--- config.mk ---
export PLATFORM = sky130hd
export DESIGN_NAME = ssl_port
export DESIGN_NICKNAME = d
export VERILOG_FILES = /design/src/ssl_pkg.sv /design/src/ssl_dm_div.sv /design/src/ssl_port.sv
export SDC_FILE = /design/constraint.sdc
export NUM_CORES = 1
export LEC_CHECK = 0
export ABC_CLOCK_PERIOD_IN_PS = 5860
export BUFFER_PORTS_ARGS = -buffer_cell sky130_fd_sc_hd__clkbuf_2
export CAP_MARGIN = 20
export CORE_MARGIN = 2
export CORE_UTILIZATION = 60
export CTS_CLUSTER_SIZE = 30
export DETAILED_ROUTE_END_ITERATION = 6
export PLACE_DENSITY = 0.76
export SLEW_MARGIN = 40
export SYNTH_ARGS = -nofsm -noshare
export SYNTH_HDL_FRONTEND = slang
export SYNTH_SLANG_ARGS = --single-unit
export TNS_END_PERCENT = 50
--- constraint.sdc ---
create_clock -name clk -period 5.86 [get_ports clk]
set_clock_uncertainty 0.15 [all_clocks]
set_input_delay 1.465 -clock clk [delete_from_list [all_inputs] [get_ports clk]]
set_output_delay 1.465 -clock clk [all_outputs]
set_load 0.1 [all_outputs]
--- src/ssl_pkg.sv ---
// Constants and field layout for the synthesizer serial load port
package ssl_pkg;

  // ==========================================================
  // Shift register and destination codes
  localparam int          SR_W         = 22;
  localparam int          CTL_W        = 2;
  localparam logic [1:0]  DEST_IF_REF  = 2'h0;
  localparam logic [1:0]  DEST_RF_REF  = 2'h1;
  localparam logic [1:0]  DEST_IF_N    = 2'h2;
  localparam logic [1:0]  DEST_RF_N    = 2'h3;
  localparam int          NUM_LATCH    = 4;
  localparam logic [21:0] LATCH_RST    = 22'h000000;

  // ==========================================================
  // Reference latch fields
  localparam int REF_LSB  = 2;
  localparam int REF_W    = 15;
  localparam int PSEL_BIT = 17;
  localparam int PWD_BIT  = 18;
  localparam int MON_LSB  = 19;
  localparam int MON_W    = 3;

  // ==========================================================
  // Counter latch fields, divide ratio is B * P + A
  localparam int A_LSB = 2;
  localparam int A_W   = 7;
  localparam int B_LSB = 9;
  localparam int B_W   = 13;
  localparam int DIV_W = 15;
  localparam int MOD_W = 8;

  // ==========================================================
  // Prescaler low moduli, the high one of each pair is one more
  localparam logic [7:0] RF_P_LO    = 8'h40;
  localparam logic [7:0] RF_P_HI    = 8'h80;
  localparam logic [7:0] RF_HB_P_LO = 8'h20;
  localparam logic [7:0] RF_HB_P_HI = 8'h40;
  localparam logic [7:0] IF_P_LO    = 8'h08;
  localparam logic [7:0] IF_P_HI    = 8'h10;
  localparam logic [7:0] REF_P      = 8'h01;

  // ==========================================================
  // Monitor output select codes
  localparam logic [2:0] MON_LOW    = 3'h0;
  localparam logic [2:0] MON_SR     = 3'h1;
  localparam logic [2:0] MON_RF_N   = 3'h2;
  localparam logic [2:0] MON_IF_N   = 3'h3;
  localparam logic [2:0] MON_RF_REF = 3'h4;
  localparam logic [2:0] MON_IF_REF = 3'h5;
  localparam logic [2:0] MON_LOCK   = 3'h6;
  localparam logic [2:0] MON_HIGH   = 3'h7;

  // ==========================================================
  // Lock window in clock cycles and pin synchroniser width
  localparam logic [3:0] LOCK_WIN = 4'h4;
  localparam int         NUM_PIN  = 6;

endpackage

--- src/ssl_dm_div.sv ---
// Dual modulus divider: prescaler P or P+1 followed by swallow and main counters
`timescale 1ns/100ps
module ssl_dm_div (
  input  wire logic        clk,
  input  wire logic        rst_n,
  input  wire logic        clk_en,
  input  wire logic        run,
  input  wire logic        step,
  input  wire logic [7:0]  p_val,
  input  wire logic [6:0]  a_val,
  input  wire logic [14:0] b_val,
  output logic             mod_ctl,
  output logic             term
);

  logic [7:0]  edge_r;
  logic [7:0]  edge_nxt;
  logic [14:0] cyc_r;
  logic [14:0] cyc_nxt;
  logic        term_r;
  logic        term_nxt;
  logic        swallow;
  logic [7:0]  modulus;

  // ==========================================================
  // Counting
  // Swallow phase divides by P+1 for the first A prescaler cycles
  always_comb begin
    swallow  = {8'h00, a_val} > cyc_r;
    modulus  = swallow ? p_val : p_val - 8'h01;
    edge_nxt = edge_r;
    cyc_nxt  = cyc_r;
    term_nxt = 1'b0;
    if (!run || b_val == 15'h0000) begin
      // Zero ratio or power save holds the chain idle
      edge_nxt = 8'h00;
      cyc_nxt  = 15'h0000;
    end else if (step) begin
      if (edge_r == modulus) begin
        edge_nxt = 8'h00;
        if (cyc_r == b_val - 15'h0001) begin
          cyc_nxt  = 15'h0000;
          term_nxt = 1'b1;
        end else begin
          cyc_nxt = cyc_r + 15'h0001;
        end
      end else begin
        edge_nxt = edge_r + 8'h01;
      end
    end
  end

  // Registers
  always_ff @(posedge clk or negedge rst_n) begin
    if (!rst_n) begin
      edge_r  <= 8'h00;
      cyc_r   <= 15'h0000;
      term_r  <= 1'b0;
      mod_ctl <= 1'b0;
    end else if (clk_en) begin
      edge_r  <= edge_nxt;
      cyc_r   <= cyc_nxt;
      term_r  <= term_nxt;
      mod_ctl <= swallow & run;
    end
  end

  assign term = term_r;

endmodule

--- src/ssl_port.sv ---
// Serial load port, latches, dividers and monitor output of a dual synthesizer
// Functional notes
// - Each rising serial clock edge shifts the data pin into a 22-bit shift register.
// - The word arrives most significant bit first, so the first bit ends at the top.
// - The last two bits shifted in are control bits naming the destination latch.
// - A rising load strobe copies the shift register into the latch the control bits name.
// - One digital output multiplexes counters, reference counters, lock and shift data.
// - RF prescaler runs 64/65 or 128/129, or 32/33 or 64/65 in the high band variant.
// - IF prescaler runs 8/9 or 16/17.
// - A serially programmed power save mode stops the synthesizer logic.
`timescale 1ns/100ps
module ssl_port #(
  parameter bit HIGH_BAND = 1'b0
) (
  input  wire logic clk,
  input  wire logic rst_n,
  input  wire logic clk_en,
  input  wire logic ser_clk,
  input  wire logic ser_data,
  input  wire logic load_strobe,
  input  wire logic rf_prescaler_input,
  input  wire logic if_prescaler_input,
  input  wire logic reference_counter_input,
  output logic      muxed_monitor_output,
  output logic      rf_mod_ctl,
  output logic      if_mod_ctl,
  output logic      rf_power_down,
  output logic      if_power_down
);

  // ==========================================================
  // Pin synchronisers and edge history
  // Bit order: ser_clk, ser_data, load_strobe, rf, if, ref
  logic [5:0] meta_r;
  logic [5:0] sync_r;
  logic [5:0] hist_r;
  logic [5:0] rise;

  always_ff @(posedge clk or negedge rst_n) begin
    if (!rst_n) begin
      meta_r <= 6'h00;
      sync_r <= 6'h00;
      hist_r <= 6'h00;
    end else if (clk_en) begin
      meta_r <= {ser_clk, ser_data, load_strobe,
                 rf_prescaler_input, if_prescaler_input, reference_counter_input};
      sync_r <= meta_r;
      hist_r <= sync_r;
    end
  end

  // Edges only from the second and third stages
  assign rise = sync_r & ~hist_r;

  // ==========================================================
  // Shift register and latches
  logic [21:0] sr_r;
  logic [21:0] sr_nxt;
  logic [21:0] latch_r   [ssl_pkg::NUM_LATCH];
  logic [21:0] latch_nxt [ssl_pkg::NUM_LATCH];

  // A load in the same cycle as a clock edge takes the old word, the host avoids it
  always_comb begin
    sr_nxt = sr_r;
    for (int i = 0; i < ssl_pkg::NUM_LATCH; i++) begin
      latch_nxt[i] = latch_r[i];
    end
    if (rise[5]) begin
      sr_nxt = {sr_r[20:0], sync_r[4]};
    end
    if (rise[3]) begin
      latch_nxt[sr_r[ssl_pkg::CTL_W-1:0]] = sr_r;
    end
  end

  always_ff @(posedge clk or negedge rst_n) begin
    if (!rst_n) begin
      sr_r <= ssl_pkg::LATCH_RST;
      for (int i = 0; i < ssl_pkg::NUM_LATCH; i++) begin
        latch_r[i] <= ssl_pkg::LATCH_RST;
      end
    end else if (clk_en) begin
      sr_r <= sr_nxt;
      for (int i = 0; i < ssl_pkg::NUM_LATCH; i++) begin
        latch_r[i] <= latch_nxt[i];
      end
    end
  end

  // ==========================================================
  // Field decode
  logic [21:0] rf_ref_w;
  logic [21:0] if_ref_w;
  logic [21:0] rf_n_w;
  logic [21:0] if_n_w;
  logic        rf_run;
  logic        if_run;
  logic [7:0]  rf_p;
  logic [7:0]  if_p;
  logic [2:0]  mon_sel;

  function automatic logic [14:0] ref_count(input logic [21:0] w);
    ref_count = w[ssl_pkg::REF_LSB +: ssl_pkg::REF_W];
  endfunction

  function automatic logic [14:0] b_count(input logic [21:0] w);
    b_count = {2'b00, w[ssl_pkg::B_LSB +: ssl_pkg::B_W]};
  endfunction

  assign rf_ref_w = latch_r[ssl_pkg::DEST_RF_REF];
  assign if_ref_w = latch_r[ssl_pkg::DEST_IF_REF];
  assign rf_n_w   = latch_r[ssl_pkg::DEST_RF_N];
  assign if_n_w   = latch_r[ssl_pkg::DEST_IF_N];
  assign rf_run   = ~rf_ref_w[ssl_pkg::PWD_BIT];
  assign if_run   = ~if_ref_w[ssl_pkg::PWD_BIT];
  assign mon_sel  = rf_ref_w[ssl_pkg::MON_LSB +: ssl_pkg::MON_W];

  // Prescaler pair choice, band variant fixed at build time
  always_comb begin
    if (HIGH_BAND) begin
      rf_p = rf_ref_w[ssl_pkg::PSEL_BIT] ? ssl_pkg::RF_HB_P_HI : ssl_pkg::RF_HB_P_LO;
    end else begin
      rf_p = rf_ref_w[ssl_pkg::PSEL_BIT] ? ssl_pkg::RF_P_HI : ssl_pkg::RF_P_LO;
    end
    if_p = if_ref_w[ssl_pkg::PSEL_BIT] ? ssl_pkg::IF_P_HI : ssl_pkg::IF_P_LO;
  end

  // ==========================================================
  // Dividers; reference counters reuse the divider with P of one
  // Pins are sampled by clk, so input rates stay well under a quarter of it
  logic rf_n_term;
  logic if_n_term;
  logic rf_r_term;
  logic if_r_term;
  logic rf_mod;
  logic if_mod;

  ssl_dm_div u_rf_n (
    .clk     (clk),
    .rst_n   (rst_n),
    .clk_en  (clk_en),
    .run     (rf_run),
    .step    (rise[2]),
    .p_val   (rf_p),
    .a_val   (rf_n_w[ssl_pkg::A_LSB +: ssl_pkg::A_W]),
    .b_val   (b_count(rf_n_w)),
    .mod_ctl (rf_mod),
    .term    (rf_n_term)
  );

  ssl_dm_div u_if_n (
    .clk     (clk),
    .rst_n   (rst_n),
    .clk_en  (clk_en),
    .run     (if_run),
    .step    (rise[1]),
    .p_val   (if_p),
    .a_val   (if_n_w[ssl_pkg::A_LSB +: ssl_pkg::A_W]),
    .b_val   (b_count(if_n_w)),
    .mod_ctl (if_mod),
    .term    (if_n_term)
  );

  ssl_dm_div u_rf_r (
    .clk     (clk),
    .rst_n   (rst_n),
    .clk_en  (clk_en),
    .run     (rf_run),
    .step    (rise[0]),
    .p_val   (ssl_pkg::REF_P),
    .a_val   (7'h00),
    .b_val   (ref_count(rf_ref_w)),
    .mod_ctl (),
    .term    (rf_r_term)
  );

  ssl_dm_div u_if_r (
    .clk     (clk),
    .rst_n   (rst_n),
    .clk_en  (clk_en),
    .run     (if_run),
    .step    (rise[0]),
    .p_val   (ssl_pkg::REF_P),
    .a_val   (7'h00),
    .b_val   (ref_count(if_ref_w)),
    .mod_ctl (),
    .term    (if_r_term)
  );

  // ==========================================================
  // Lock detect: reference and counter pulses within the window
  logic [3:0] gap_r   [2];
  logic [3:0] gap_nxt [2];
  logic [1:0] lock_r;
  logic [1:0] lock_nxt;
  logic [1:0] ref_p;
  logic [1:0] n_p;
  logic [1:0] run_v;

  assign ref_p = {rf_r_term, if_r_term};
  assign n_p   = {rf_n_term, if_n_term};
  assign run_v = {rf_run, if_run};

  // Gap counts from the last unpaired pulse of either kind and saturates
  always_comb begin
    lock_nxt = lock_r;
    for (int c = 0; c < 2; c++) begin
      gap_nxt[c] = (gap_r[c] == 4'hF) ? gap_r[c] : gap_r[c] + 4'h1;
      if (!run_v[c]) begin
        lock_nxt[c] = 1'b0;
        gap_nxt[c]  = 4'hF;
      end else if (ref_p[c] && n_p[c]) begin
        lock_nxt[c] = 1'b1;
        gap_nxt[c]  = 4'hF;
      end else if (ref_p[c] || n_p[c]) begin
        if (gap_r[c] <= ssl_pkg::LOCK_WIN) begin
          lock_nxt[c] = 1'b1;
          gap_nxt[c]  = 4'hF;
        end else begin
          lock_nxt[c] = (gap_r[c] == 4'hF) ? lock_r[c] : 1'b0;
          gap_nxt[c]  = 4'h0;
        end
      end else if (gap_r[c] == ssl_pkg::LOCK_WIN + 4'h1) begin
        // Partner pulse missed the window
        lock_nxt[c] = 1'b0;
      end
    end
  end

  always_ff @(posedge clk or negedge rst_n) begin
    if (!rst_n) begin
      gap_r[0] <= 4'hF;
      gap_r[1] <= 4'hF;
      lock_r   <= 2'b00;
    end else if (clk_en) begin
      gap_r[0] <= gap_nxt[0];
      gap_r[1] <= gap_nxt[1];
      lock_r   <= lock_nxt;
    end
  end

  // ==========================================================
  // Monitor output and status pins, all registered
  logic mon_nxt;

  always_comb begin
    unique case (mon_sel)
      ssl_pkg::MON_LOW:    mon_nxt = 1'b0;
      ssl_pkg::MON_SR:     mon_nxt = sr_r[ssl_pkg::SR_W-1];
      ssl_pkg::MON_RF_N:   mon_nxt = rf_n_term;
      ssl_pkg::MON_IF_N:   mon_nxt = if_n_term;
      ssl_pkg::MON_RF_REF: mon_nxt = rf_r_term;
      ssl_pkg::MON_IF_REF: mon_nxt = if_r_term;
      ssl_pkg::MON_LOCK:   mon_nxt = &(lock_r | ~run_v) & |run_v;
      ssl_pkg::MON_HIGH:   mon_nxt = 1'b1;
    endcase
  end

  always_ff @(posedge clk or negedge rst_n) begin
    if (!rst_n) begin
      muxed_monitor_output <= 1'b0;
      rf_mod_ctl           <= 1'b0;
      if_mod_ctl           <= 1'b0;
      rf_power_down        <= 1'b0;
      if_power_down        <= 1'b0;
    end else if (clk_en) begin
      muxed_monitor_output <= mon_nxt;
      rf_mod_ctl           <= rf_mod;
      if_mod_ctl           <= if_mod;
      rf_power_down        <= ~rf_run;
      if_power_down        <= ~if_run;
    end
  end

endmodule

### After elaboration in Yosys (flattened, before gate mapping)

Cells that the tools add are included.

| word-level totals | value |
|---|---|
| bits in registers | 241 |
| input port bits | 9 |
| output and inout port bits | 5 |

| operators by class | value |
|---|---|
| add/subtract/negate cells | 16 |
| magnitude comparators | 8 |
| eq/ne operators | 23 |
| multiplexer cells | 76 |
| bitwise operators | 10 |
| reduce and logical (&&, ||, !) cells | 40 |

Operator list:

| kind | count |
|---|---|
| 15-bit 2-to-1 mux | 16 |
| 8-bit 2-to-1 mux | 15 |
| 88-bit bitwise mux | 1 |
| 15-bit by 1-bit adder with 15-bit output (second input constant) | 4 |
| 15-bit == test | 4 |
| 15-bit logical NOT | 4 |
| 22-bit demux with 2-bit select | 1 |
| 4-bit 2-to-1 mux | 10 |
| 8-bit by 1-bit adder with 8-bit output (second input constant) | 4 |
| 8-bit == test | 4 |
| 1-bit by 15-bit > comparator with 1-bit output (first input constant) | 2 |
| 7-bit by 15-bit > comparator with 1-bit output | 2 |
| 1-bit 2-to-1 mux | 30 |
| 15-bit by 1-bit subtractor with 15-bit output (second input constant) | 2 |
| 13-bit by 1-bit subtractor with 14-bit output (second input constant) | 2 |
| 22-bit 2-to-1 mux | 1 |
| 2-bit AND reduction | 9 |
| 3-bit AND reduction | 6 |
| 2-bit nonzero test | 8 |
| 3-bit == test (second input constant) | 4 |
| 5-bit by 4-bit != test with 1-bit output (second input constant) | 2 |
| 4-bit by 1-bit adder with 4-bit output (second input constant) | 2 |
| 4-bit by 3-bit == test with 1-bit output (second input constant) | 2 |
| 4-bit == test (second input constant) | 2 |
| 22 further kinds | 36 |

### Longest topological paths before layout

Gate-level depths: netlist of run 1.

| depth | value |
|---|---|
| depth in word-level cells | 7 |
| depth in mapped cells | 15 |
| gate-level depth less buffers | 14 |

### Modules after synthesis

A second synthesis of run 1 with hierarchy kept.

| unflattened totals | value |
|---|---|
| cell total of the unflattened synthesis | 1,748 |
| area, all modules | 16,224.3 sq um |

By module, submodules not included:

| module | instances | cells an instance | area an instance (sq um) | sequential area each (sq um) |
|---|---|---|---|---|
| ssl_dm_div | 4 | 342 | 2,696.3 | 625.6 |
| ssl_port | 1 | 380 | 5,439.0 | 3,288.2 |

### Worst setup path before layout of run 1

OpenSTA, ideal clock, no wires.

| timing | value |
|---|---|
| kind | register to register |
| start point | register u_if_n.cyc_r[4] |
| end point | register u_if_n.cyc_r[13] |
| library setup time | 135 ps |
| data arrival time | 2,985 ps |
| data required time | 5,575 ps |
| slack | 2,590 ps |
| cell stages (with the launch flop) | 15 |
| buffers on the path | 1 |
| period minus slack after synthesis | 3,270 ps |
| cell sequence | dfrtp_1 -> inv_1 -> ha_1 -> a211oi_1 -> nor2_1 -> o31ai_1 -> inv_1 -> ha_1 -> xnor2_1 -> o2111ai_1 -> o21a_1 -> buf_2 -> nor4_2 -> xnor2_1 -> nor2_1 |

| on the way | value |
|---|---|
| word-level cells in the longest chain between the ends | 5 |
| elaborated cells on any way between the ends | 11 |
| those cells by class | 1 x add/sub; 1 x order compare; 2 x eq/ne; 5 x mux; 2 x reduce/logical |

Ends and longest elaborated chain:

| element | line | RTL |
|---|---|---|
| from (decl) | ssl_dm_div.sv:18 | `logic [14:0] cyc_r;` |
| from (signal assigned) | ssl_dm_div.sv:62 | `cyc_r <= cyc_nxt;` |
| 7-bit by 15-bit > comparator with 1-bit output (tied with other cells) | ssl_dm_div.sv:29 | `swallow = {8'h00, a_val} > cyc_r;` |
| 8-bit 2-to-1 mux / 15-bit 2-to-1 mux (equally long branches) | ssl_dm_div.sv:30, ssl_dm_div.sv:41 |  |
| 8-bit == test / 15-bit 2-to-1 mux (equally long branches) | ssl_dm_div.sv:39 | `if (edge_r == modulus) begin` |
| 2-bit nonzero test (no line) / 15-bit 2-to-1 mux (equally long branches) | - |  |
| 3-bit AND reduction (no line) / 15-bit 2-to-1 mux (equally long branches) | - |  |

Several ways; a longest one is shown, not always the timed one. The select of a mux whose other input is x is not followed.
A chain may end at the register's enable or synchronous reset.

### Worst setup path in the final report of run 1

| timing | value |
|---|---|
| start point | register u_if_n.cyc_r[2] |
| end point | register u_if_n.cyc_r[13] |

The elaborated chain is that of the path after synthesis.

==> results.sh, run 1 <==
export IMPL_tns_ns=0
export IMPL_gp_congestion=0.878
export IMPL_grt_pass1_vias=9975
export IMPL_clock_path_buffers=3
export IMPL_leakage_nw=6.35
export IMPL_holdWs_ns=0.321
export IMPL_crit_fanout=12
export IMPL_hp_class="flop to flop"
export IMPL_drtAntennaViolNets=0
export IMPL_slowest_delay_ns=0.55
export IMPL_seq_power_share_pct=38.0
export IMPL_arrival_ns=4.17
export IMPL_fillerInstances=1646
export IMPL_route_detailed_drc=0
export IMPL_critical_path_startpoint="u_if_n.cyc_r[2]$_DFFE_PN0P_"
export IMPL_regToRegEndpoint="u_if_n.cyc_r[13]$_DFFE_PN0P_"
export IMPL_reg2reg_depth=13
export IMPL_grt_max_degree=144
export IMPL_syn_num_nets=1380
export IMPL_swShare_pct=37.3
export IMPL_cts_buffers=24
export IMPL_synthAdderAreaFrac_pct=4.19
export IMPL_drt_iter0_drc=698
export IMPL_die_height_microns=152
export IMPL_setup_viol=0
export IMPL_worstHoldStart="u_if_r.edge_r[7]$_DFFE_PN0P_"
export IMPL_hpwl_mm=20.4
export IMPL_n_antenna_cell=0
export IMPL_synth_seq_cells=229
export IMPL_worst_path_max_delay_cell="o31ai_1"
export IMPL_fp_dieW_microns=152
export IMPL_cap_violations=0
export IMPL_coreArea_sq_um=21700
export IMPL_fin_ws_ns=1.93
export IMPL_grt_pass1_wl_mm=50.3
export IMPL_dp_cells=1577
export IMPL_combPwrFrac_pct=33.6
export IMPL_initial_core_util_pct=60.6
export IMPL_synth_edf_count=0
export IMPL_final_area_sq_um=14300
export IMPL_max_slew_worst_pin_slew_ns=0.822
export IMPL_grt_use_total_pct=26.0
export IMPL_synth_xor_area_share_pct=7.00
export IMPL_clockPowerShare_pct=28.5
export IMPL_instances_no_fill=1622
export IMPL_switching_power_mw=2.11
export IMPL_syn_area_sq_um=13100
export IMPL_dpl_cell_area_sq_um=13400
export IMPL_cp_required_ns=6.10
export IMPL_synth_mux_area_fraction_pct=9.98
export IMPL_whs_endpoint="u_if_r.edge_r[7]$_DFFE_PN0P_"
export IMPL_max_vdd_ir_drop_mv=0.342
export IMPL_rsz0062_at_grt="false"
export IMPL_fin_crit_sh_pct=67.1
export IMPL_htree_num_levels=1
export IMPL_p_int_mw=3.55
export IMPL_seq_area_frac_synth_pct=43.7
export IMPL_startpoint_type="flop"
export IMPL_nets=1377
export IMPL_post_place_ws_ns=1.69
export IMPL_run_status="finished clean"
export IMPL_postSynthAreaPerCell_sq_um=9.90
export IMPL_reg2reg_from="u_if_n.cyc_r[2]$_DFFE_PN0P_"
export IMPL_yosys_area_share_simple_pct=18.7
export IMPL_wl_per_cell_microns=18.6
export IMPL_slew_viol_final=0
export IMPL_end_kind="flop"
export IMPL_r2r_slack_ns=1.93
export IMPL_path_clk_slew_ns=0.06
export IMPL_port_buffers=13
export IMPL_dieArea_sq_um=23100
export IMPL_synth_top_family_by_area="simple AND/OR/NAND/NOR gates"
export IMPL_cts_root_buffer="clkbuf_16"
export IMPL_synthArstFlopShare_pct=100
export IMPL_drive_gt1_share_pct=16.2
export IMPL_antenna_found_initial=0
export IMPL_period_needed_ns=3.93
export IMPL_io_pins=14
export IMPL_max_freq_mhz=254
export IMPL_synth_flop_cell="dfrtp_1"
export IMPL_ys_types=84
export IMPL_post_cts_resize_count=0
export IMPL_ctsHoldBuffers=0
export IMPL_postCtsSetupRepairBufs=0
export IMPL_final_common_cell="dfrtp_1"
export IMPL_ys_warn_count=0
export IMPL_wl_mm=30.2
export IMPL_slew_headroom_pct=44.8
export IMPL_power_density_nw_per_um2=396
export IMPL_path_cells="inv_1 > ha_1 > a21oi_1 > a21oi_1 > o31ai_1 > inv_1 > ha_1 > xnor2_1 > o2111ai_1 > o21a_1 > nor4_2 > xnor2_1 > nor2_1"
export IMPL_routed_via_density=6.33
export IMPL_cts_sinks=229
export IMPL_finalHoldViolCount=0
export IMPL_critical_path_class="flop to flop"
export IMPL_tritoncts="yes"
export IMPL_hold_depth=1
export IMPL_final_cell_mix="dfrtp_1 (221), mux2_2 (112), nor2_1 (95)"
export IMPL_synth_cells=1327
export IMPL_rows=54
export IMPL_num_vias=10300
export IMPL_clock_latency_ns=0.53
export IMPL_first_pass_iters=5
export IMPL_syn_to_final_growth_pct=8.91
export IMPL_overflow=0
export IMPL_synth_compound_area_share_pct=12.4
## final cells by class
cell class | instances | area [sq um] | share of cell area (%)
multi-input cells | 971 | 6890 | 48.1
flip-flops and latches | 229 | 5740 | 40.1
clock buffers | 30 | 643 | 4.50
well taps | 280 | 350 | 2.45
inverters | 71 | 267 | 1.86
repair buffers | 27 | 224 | 1.57
clock inverters | 14 | 194 | 1.36
## cell usage after synthesis (33+ instances only)
library cell	number	area share, %
dfrtp_1	221	42
mux2_2	112	9.6
nor2_1	95	2.7
nand2_1	93	2.7
inv_1	71	2.0
o21ai_0	63	2.4
nand3_1	57	2.2
xnor2_1	53	3.5
xor2_1	52	3.5
ha_1	44	4.2
clkbuf_1	39	1.1
nor4_1	33	1.6
## through the flow
| stage | util, % | total power, mW |
|---|---|---|
| 3_5_place_dp | 62.0 | 4.02 |
| 5_1_grt | 66.0 | 5.99 |
| 3_3_place_gp | 61.8 | 3.95 |
| 6_report | 66.0 | 5.67 |
| 2_1_floorplan | - | 3.53 |
| 4_1_cts | 65.8 | 5.65 |
## worst max path at each step
stage | end | slack (ns) | cells past startpoint
detailed placement | u_if_r.cyc_r[7]$_DFFE_PN0P_ | 1.69 | 9
finish | u_if_n.cyc_r[13]$_DFFE_PN0P_ | 1.93 | 13
global route | u_rf_n.cyc_r[9]$_DFFE_PN0P_ | 1.65 | 13
global placement | u_if_r.cyc_r[7]$_DFFE_PN0P_ | 1.77 | 9
CTS | u_if_n.cyc_r[13]$_DFFE_PN0P_ | 1.96 | 13
floorplan | u_if_n.cyc_r[13]$_DFFE_PN0P_ | 2.59 | 14
## registers in the layout, indices dropped and copies added (netlist names), 8 cells and up
name           flops
u_rf_r.cyc_r      15
rf_ref_w          20
if_ref_w          17
rf_n_w            20
u_if_n.edge_r      8
u_if_n.cyc_r      15
u_if_r.cyc_r      15
u_rf_r.edge_r      8
if_n_w            20
gap_r              8
u_rf_n.edge_r      8
u_if_r.edge_r      8
sr_r              22
u_rf_n.cyc_r      15
## worst max-delay path: cells and delay by family, from the launching register on
kind / cells / cell delay, ns
simple gates: 2 / 0.40
flops: 1 / 0.46
buf+inv: 2 / 0.21
xor+xnor: 2 / 0.29
fa+ha+maj: 2 / 0.61
compound gates: 5 / 1.67
## power by group through the flow
stage | Sequential (mW) | Combinational, mW | Clock [mW]
after detailed placement | 2.16 | 1.86 | 0
after global placement | 2.15 | 1.80 | 0
after CTS | 2.13 | 1.88 | 1.64
after global routing | 2.17 | 2.12 | 1.70
final | 2.15 | 1.90 | 1.61
after floorplan | 2.06 | 1.48 | 0
## kinds of logic after synthesis
kind of cell | Yosys count
AO/OA/AOI/OAI | 242
XOR/XNOR | 105
AND/OR/NAND/NOR | 463
adder cells (fa/ha/maj) | 44
multiplexers | 117
flip-flops | 229
buffers and inverters | 127
## metal layers
| layer | track usage (%) | wire length, microns | vias up |
|---|---|---|---|
| met5 | 0 | 0 | - |
| met4 | 7.17 | 742 | 0 |
| met3 | 3.11 | 1650 | 72 |
| met2 | 42.3 | 14100 | 313 |
| met1 | 37.2 | 13700 | 5042 |
| li1 | - | - | 4835 |
No activity file was read; power rests on OpenSTA's default activity.
==> inputs of run 2 (changes only) <==
Settings changed: ABC_AREA from default to 1, ABC_CLOCK_PERIOD_IN_PS 5860 to 3900.
Clock period 5.86 ns to 3.9 ns, I/O delays scaled along.
==> run 2 against run 1 <==
Clock-buffer cell count rose by 3. Maximum frequency rose by 23%. First-iteration DRC count rose by 68%.
==> results.sh, run 2 <==
export IMPL_max_vdd_ir_drop_mv=0.378
export IMPL_clock_latency_ns=0.54
export IMPL_setup_viol=0
export IMPL_regMostFlops="sr_r"
export IMPL_rsz0062_at_grt="false"
export IMPL_ys_types=51
export IMPL_grt_use_total_pct=27.6
export IMPL_slew_headroom_pct=46.4
export IMPL_hpwl_mm=25.6
export IMPL_synth_most_common_cell="nand2_1"
export IMPL_wl_per_cell_microns=14.9
export IMPL_antenna_found_initial=0
export IMPL_synth_area_top_cells="dfrtp_1 (37%), nand2_1 (15%), inv_1 (6.9%)"
export IMPL_seq_area_frac_synth_pct=38.4
export IMPL_cts_sinks=229
export IMPL_regToRegEndpoint="u_rf_n.cyc_r[4]$_DFFE_PN0P_"
export IMPL_synth_edf_count=0
export IMPL_coreArea_sq_um=24400
export IMPL_ctsHoldBuffers=0
export IMPL_largest_register_ffs=22
export IMPL_htree_num_levels=1
export IMPL_reg2reg_depth=16
export IMPL_num_vias=13200
export IMPL_gp_congestion=0.934
export IMPL_power_density_nw_per_um2=510
export IMPL_period_needed_ns=3.20
export IMPL_leakage_nw=8.29
export IMPL_fillerInstances=2114
export IMPL_postCtsSetupRepairBufs=0
export IMPL_holdWs_ns=0.224
export IMPL_drt_iter0_drc=1174
export IMPL_fin_crit_sh_pct=81.9
export IMPL_nets=2101
export IMPL_final_common_cell="nand2_1"
export IMPL_overflow=0
export IMPL_syn_to_final_growth_pct=7.25
export IMPL_critical_path_class="flop to flop"
export IMPL_fp_dieW_microns=162
export IMPL_path_clk_slew_ns=0.06
export IMPL_syn_area_sq_um=14900
export IMPL_synthArstFlopShare_pct=100
export IMPL_grt_pass1_vias=12400
export IMPL_cp_required_ns=4.22
export IMPL_initial_core_util_pct=61.3
export IMPL_synth_flop_cell="dfrtp_1"
export IMPL_reg2reg_from="u_rf_n.cyc_r[4]$_DFFE_PN0P_"
export IMPL_io_pins=14
export IMPL_drtAntennaViolNets=0
export IMPL_arrival_ns=3.52
export IMPL_cts_buffers=26
export IMPL_cap_violations=0
export IMPL_synth_top_area_cell="dfrtp_1"
export IMPL_port_buffers=13
export IMPL_routed_via_density=5.51
export IMPL_grt_max_degree=94
export IMPL_first_pass_iters=5
export IMPL_n_antenna_cell=0
export IMPL_slew_viol_final=0
export IMPL_drive_gt1_share_pct=8.03
export IMPL_syn_num_nets=2112
export IMPL_startpoint_type="flop"
export IMPL_postSynthAreaPerCell_sq_um=7.26
export IMPL_final_cell_mix="nand2_1 (579), inv_1 (273), dfrtp_1 (221)"
export IMPL_synth_top_area_share_pct=37.0
export IMPL_r2r_slack_ns=0.70
export IMPL_synth_seq_cells=229
export IMPL_max_freq_mhz=313
export IMPL_die_height_microns=162
export IMPL_tritoncts="yes"
export IMPL_post_cts_resize_count=0
export IMPL_finalHoldViolCount=0
export IMPL_run_status="finished clean"
export IMPL_crit_fanout=18
export IMPL_rows=57
export IMPL_dieArea_sq_um=26200
export IMPL_end_kind="flop"
export IMPL_clock_path_buffers=3
export IMPL_synth_cells=2059
export IMPL_ys_warn_count=0
export IMPL_cts_root_buffer="clkbuf_16"
export IMPL_grt_pass1_wl_mm=60.0
export IMPL_wl_mm=35.7
export IMPL_route_detailed_drc=0
export IMPL_hp_class="input pin to async pin"
export IMPL_tns_ns=0
export IMPL_max_slew_worst_pin_slew_ns=0.802
export IMPL_synth_common_cells="nand2_1 (579), inv_1 (273), dfrtp_1 (221)"
[run 2: changes by cell type after synthesis, sizes merged, moves of 21 or more]
cell	before	now
inv	71	287
mux2	112	0
nand2	93	602
nand3	57	124
nand4	31	103
nor2	96	206
nor4	36	15
o21ai	70	157
o22ai	24	3
o31ai	23	1
xnor2	53	28
xor2	52	78
[run 2: cells by family (layout without fill, tap and decap cells)]
| group | count (synthesis) | after routing | synth area share (%) |
|---|---|---|---|
| xor+xnor | 106 | 106 | 6.21 |
| buf+inv | 351 | 360 | 9.92 |
| compound gates | 221 | 221 | 8.23 |
| flops | 229 | 229 | 38.4 |
| fa+ha+maj | 44 | 44 | 3.68 |
| simple gates | 1108 | 1108 | 33.5 |
[run 2: how the worst max path moves through the flow]
stage	start	endpoint	cells after the start
2_1_floorplan	u_if_n.cyc_r[6]$_DFFE_PN0P_	u_if_n.cyc_r[6]$_DFFE_PN0P_	19
3_3_place_gp	u_if_n.cyc_r[6]$_DFFE_PN0P_	u_if_n.cyc_r[10]$_DFFE_PN0P_	17
3_5_place_dp	u_rf_n.cyc_r[4]$_DFFE_PN0P_	u_rf_n.cyc_r[4]$_DFFE_PN0P_	16
4_1_cts	u_if_n.cyc_r[6]$_DFFE_PN0P_	u_if_n.cyc_r[1]$_DFFE_PN0P_	16
5_1_grt	u_if_n.cyc_r[6]$_DFFE_PN0P_	u_if_n.cyc_r[0]$_DFFE_PN0P_	15
6_report	u_rf_n.cyc_r[4]$_DFFE_PN0P_	u_rf_n.cyc_r[4]$_DFFE_PN0P_	16
[run 2: worst max-delay path, stage by stage, from the launching register on]
cell and delay (ns):
dfrtp_1 0.47, inv_1 0.17, ha_1 0.33, nand2_1 0.07
inv_1 0.05, nand2_1 0.06, nor2_1 0.18, nor2_2 0.08
nand2_1 0.09, inv_1 0.06, ha_1 0.29, xor2_1 0.15
nor2_1 0.13, nand3_2 0.13, a21oi_4 0.45, nand4_1 0.16
nand2_1 0.12
[run 2: metrics by stage]
| step | util, % | power (mW) | cell area (sq um) | std cells | worst slack (ns) |
|---|---|---|---|---|---|
| 6_report | 65.7 | 8.17 | 16000 | 2392 | 0.705 |
| 5_1_grt | 65.7 | 8.72 | 16000 | 2392 | 0.447 |
| 4_1_cts | 65.7 | 8.20 | 16000 | 2392 | 0.721 |
| 3_5_place_dp | 62.0 | 5.66 | 15100 | 2344 | 0.754 |
| 3_3_place_gp | 62.0 | 5.58 | 15100 | 2344 | 0.821 |
| 2_1_floorplan | - | 5.09 | 14900 | 2059 | 1.07 |
[run 2: metal layers]
| layer | part of all wire [%] | up-vias | global-route usage (%) | routed length [microns] |
|---|---|---|---|---|
| li1 | - | 6575 | - | - |
| met1 | 46 | 6249 | 39.0 | 16400 |
| met2 | 47 | 283 | 45.4 | 16700 |
| met3 | 4.2 | 71 | 2.86 | 1510 |
| met4 | 2.8 | 0 | 8.33 | 1010 |
| met5 | 0 | - | 0 | 0 |
[run 2: report_power, final]
group	total, mW	switching, mW	internal [mW]
logic	2.92	2.04	0.872
clock network	2.53	1.01	1.52
registers	2.73	0.160	2.57
total	8.17	3.21	4.96
[run 2: final cells by class]
| cell class | instances | area, sq um | area share [%] |
|---|---|---|---|
| well taps | 324 | 405 | 2.53 |
| flip-flops and latches | 229 | 5740 | 35.8 |
| clock inverters | 15 | 166 | 1.04 |
| repair buffers | 23 | 175 | 1.09 |
| multi-input cells | 1479 | 7720 | 48.2 |
| inverters | 289 | 1090 | 6.81 |
| clock buffers | 33 | 728 | 4.54 |
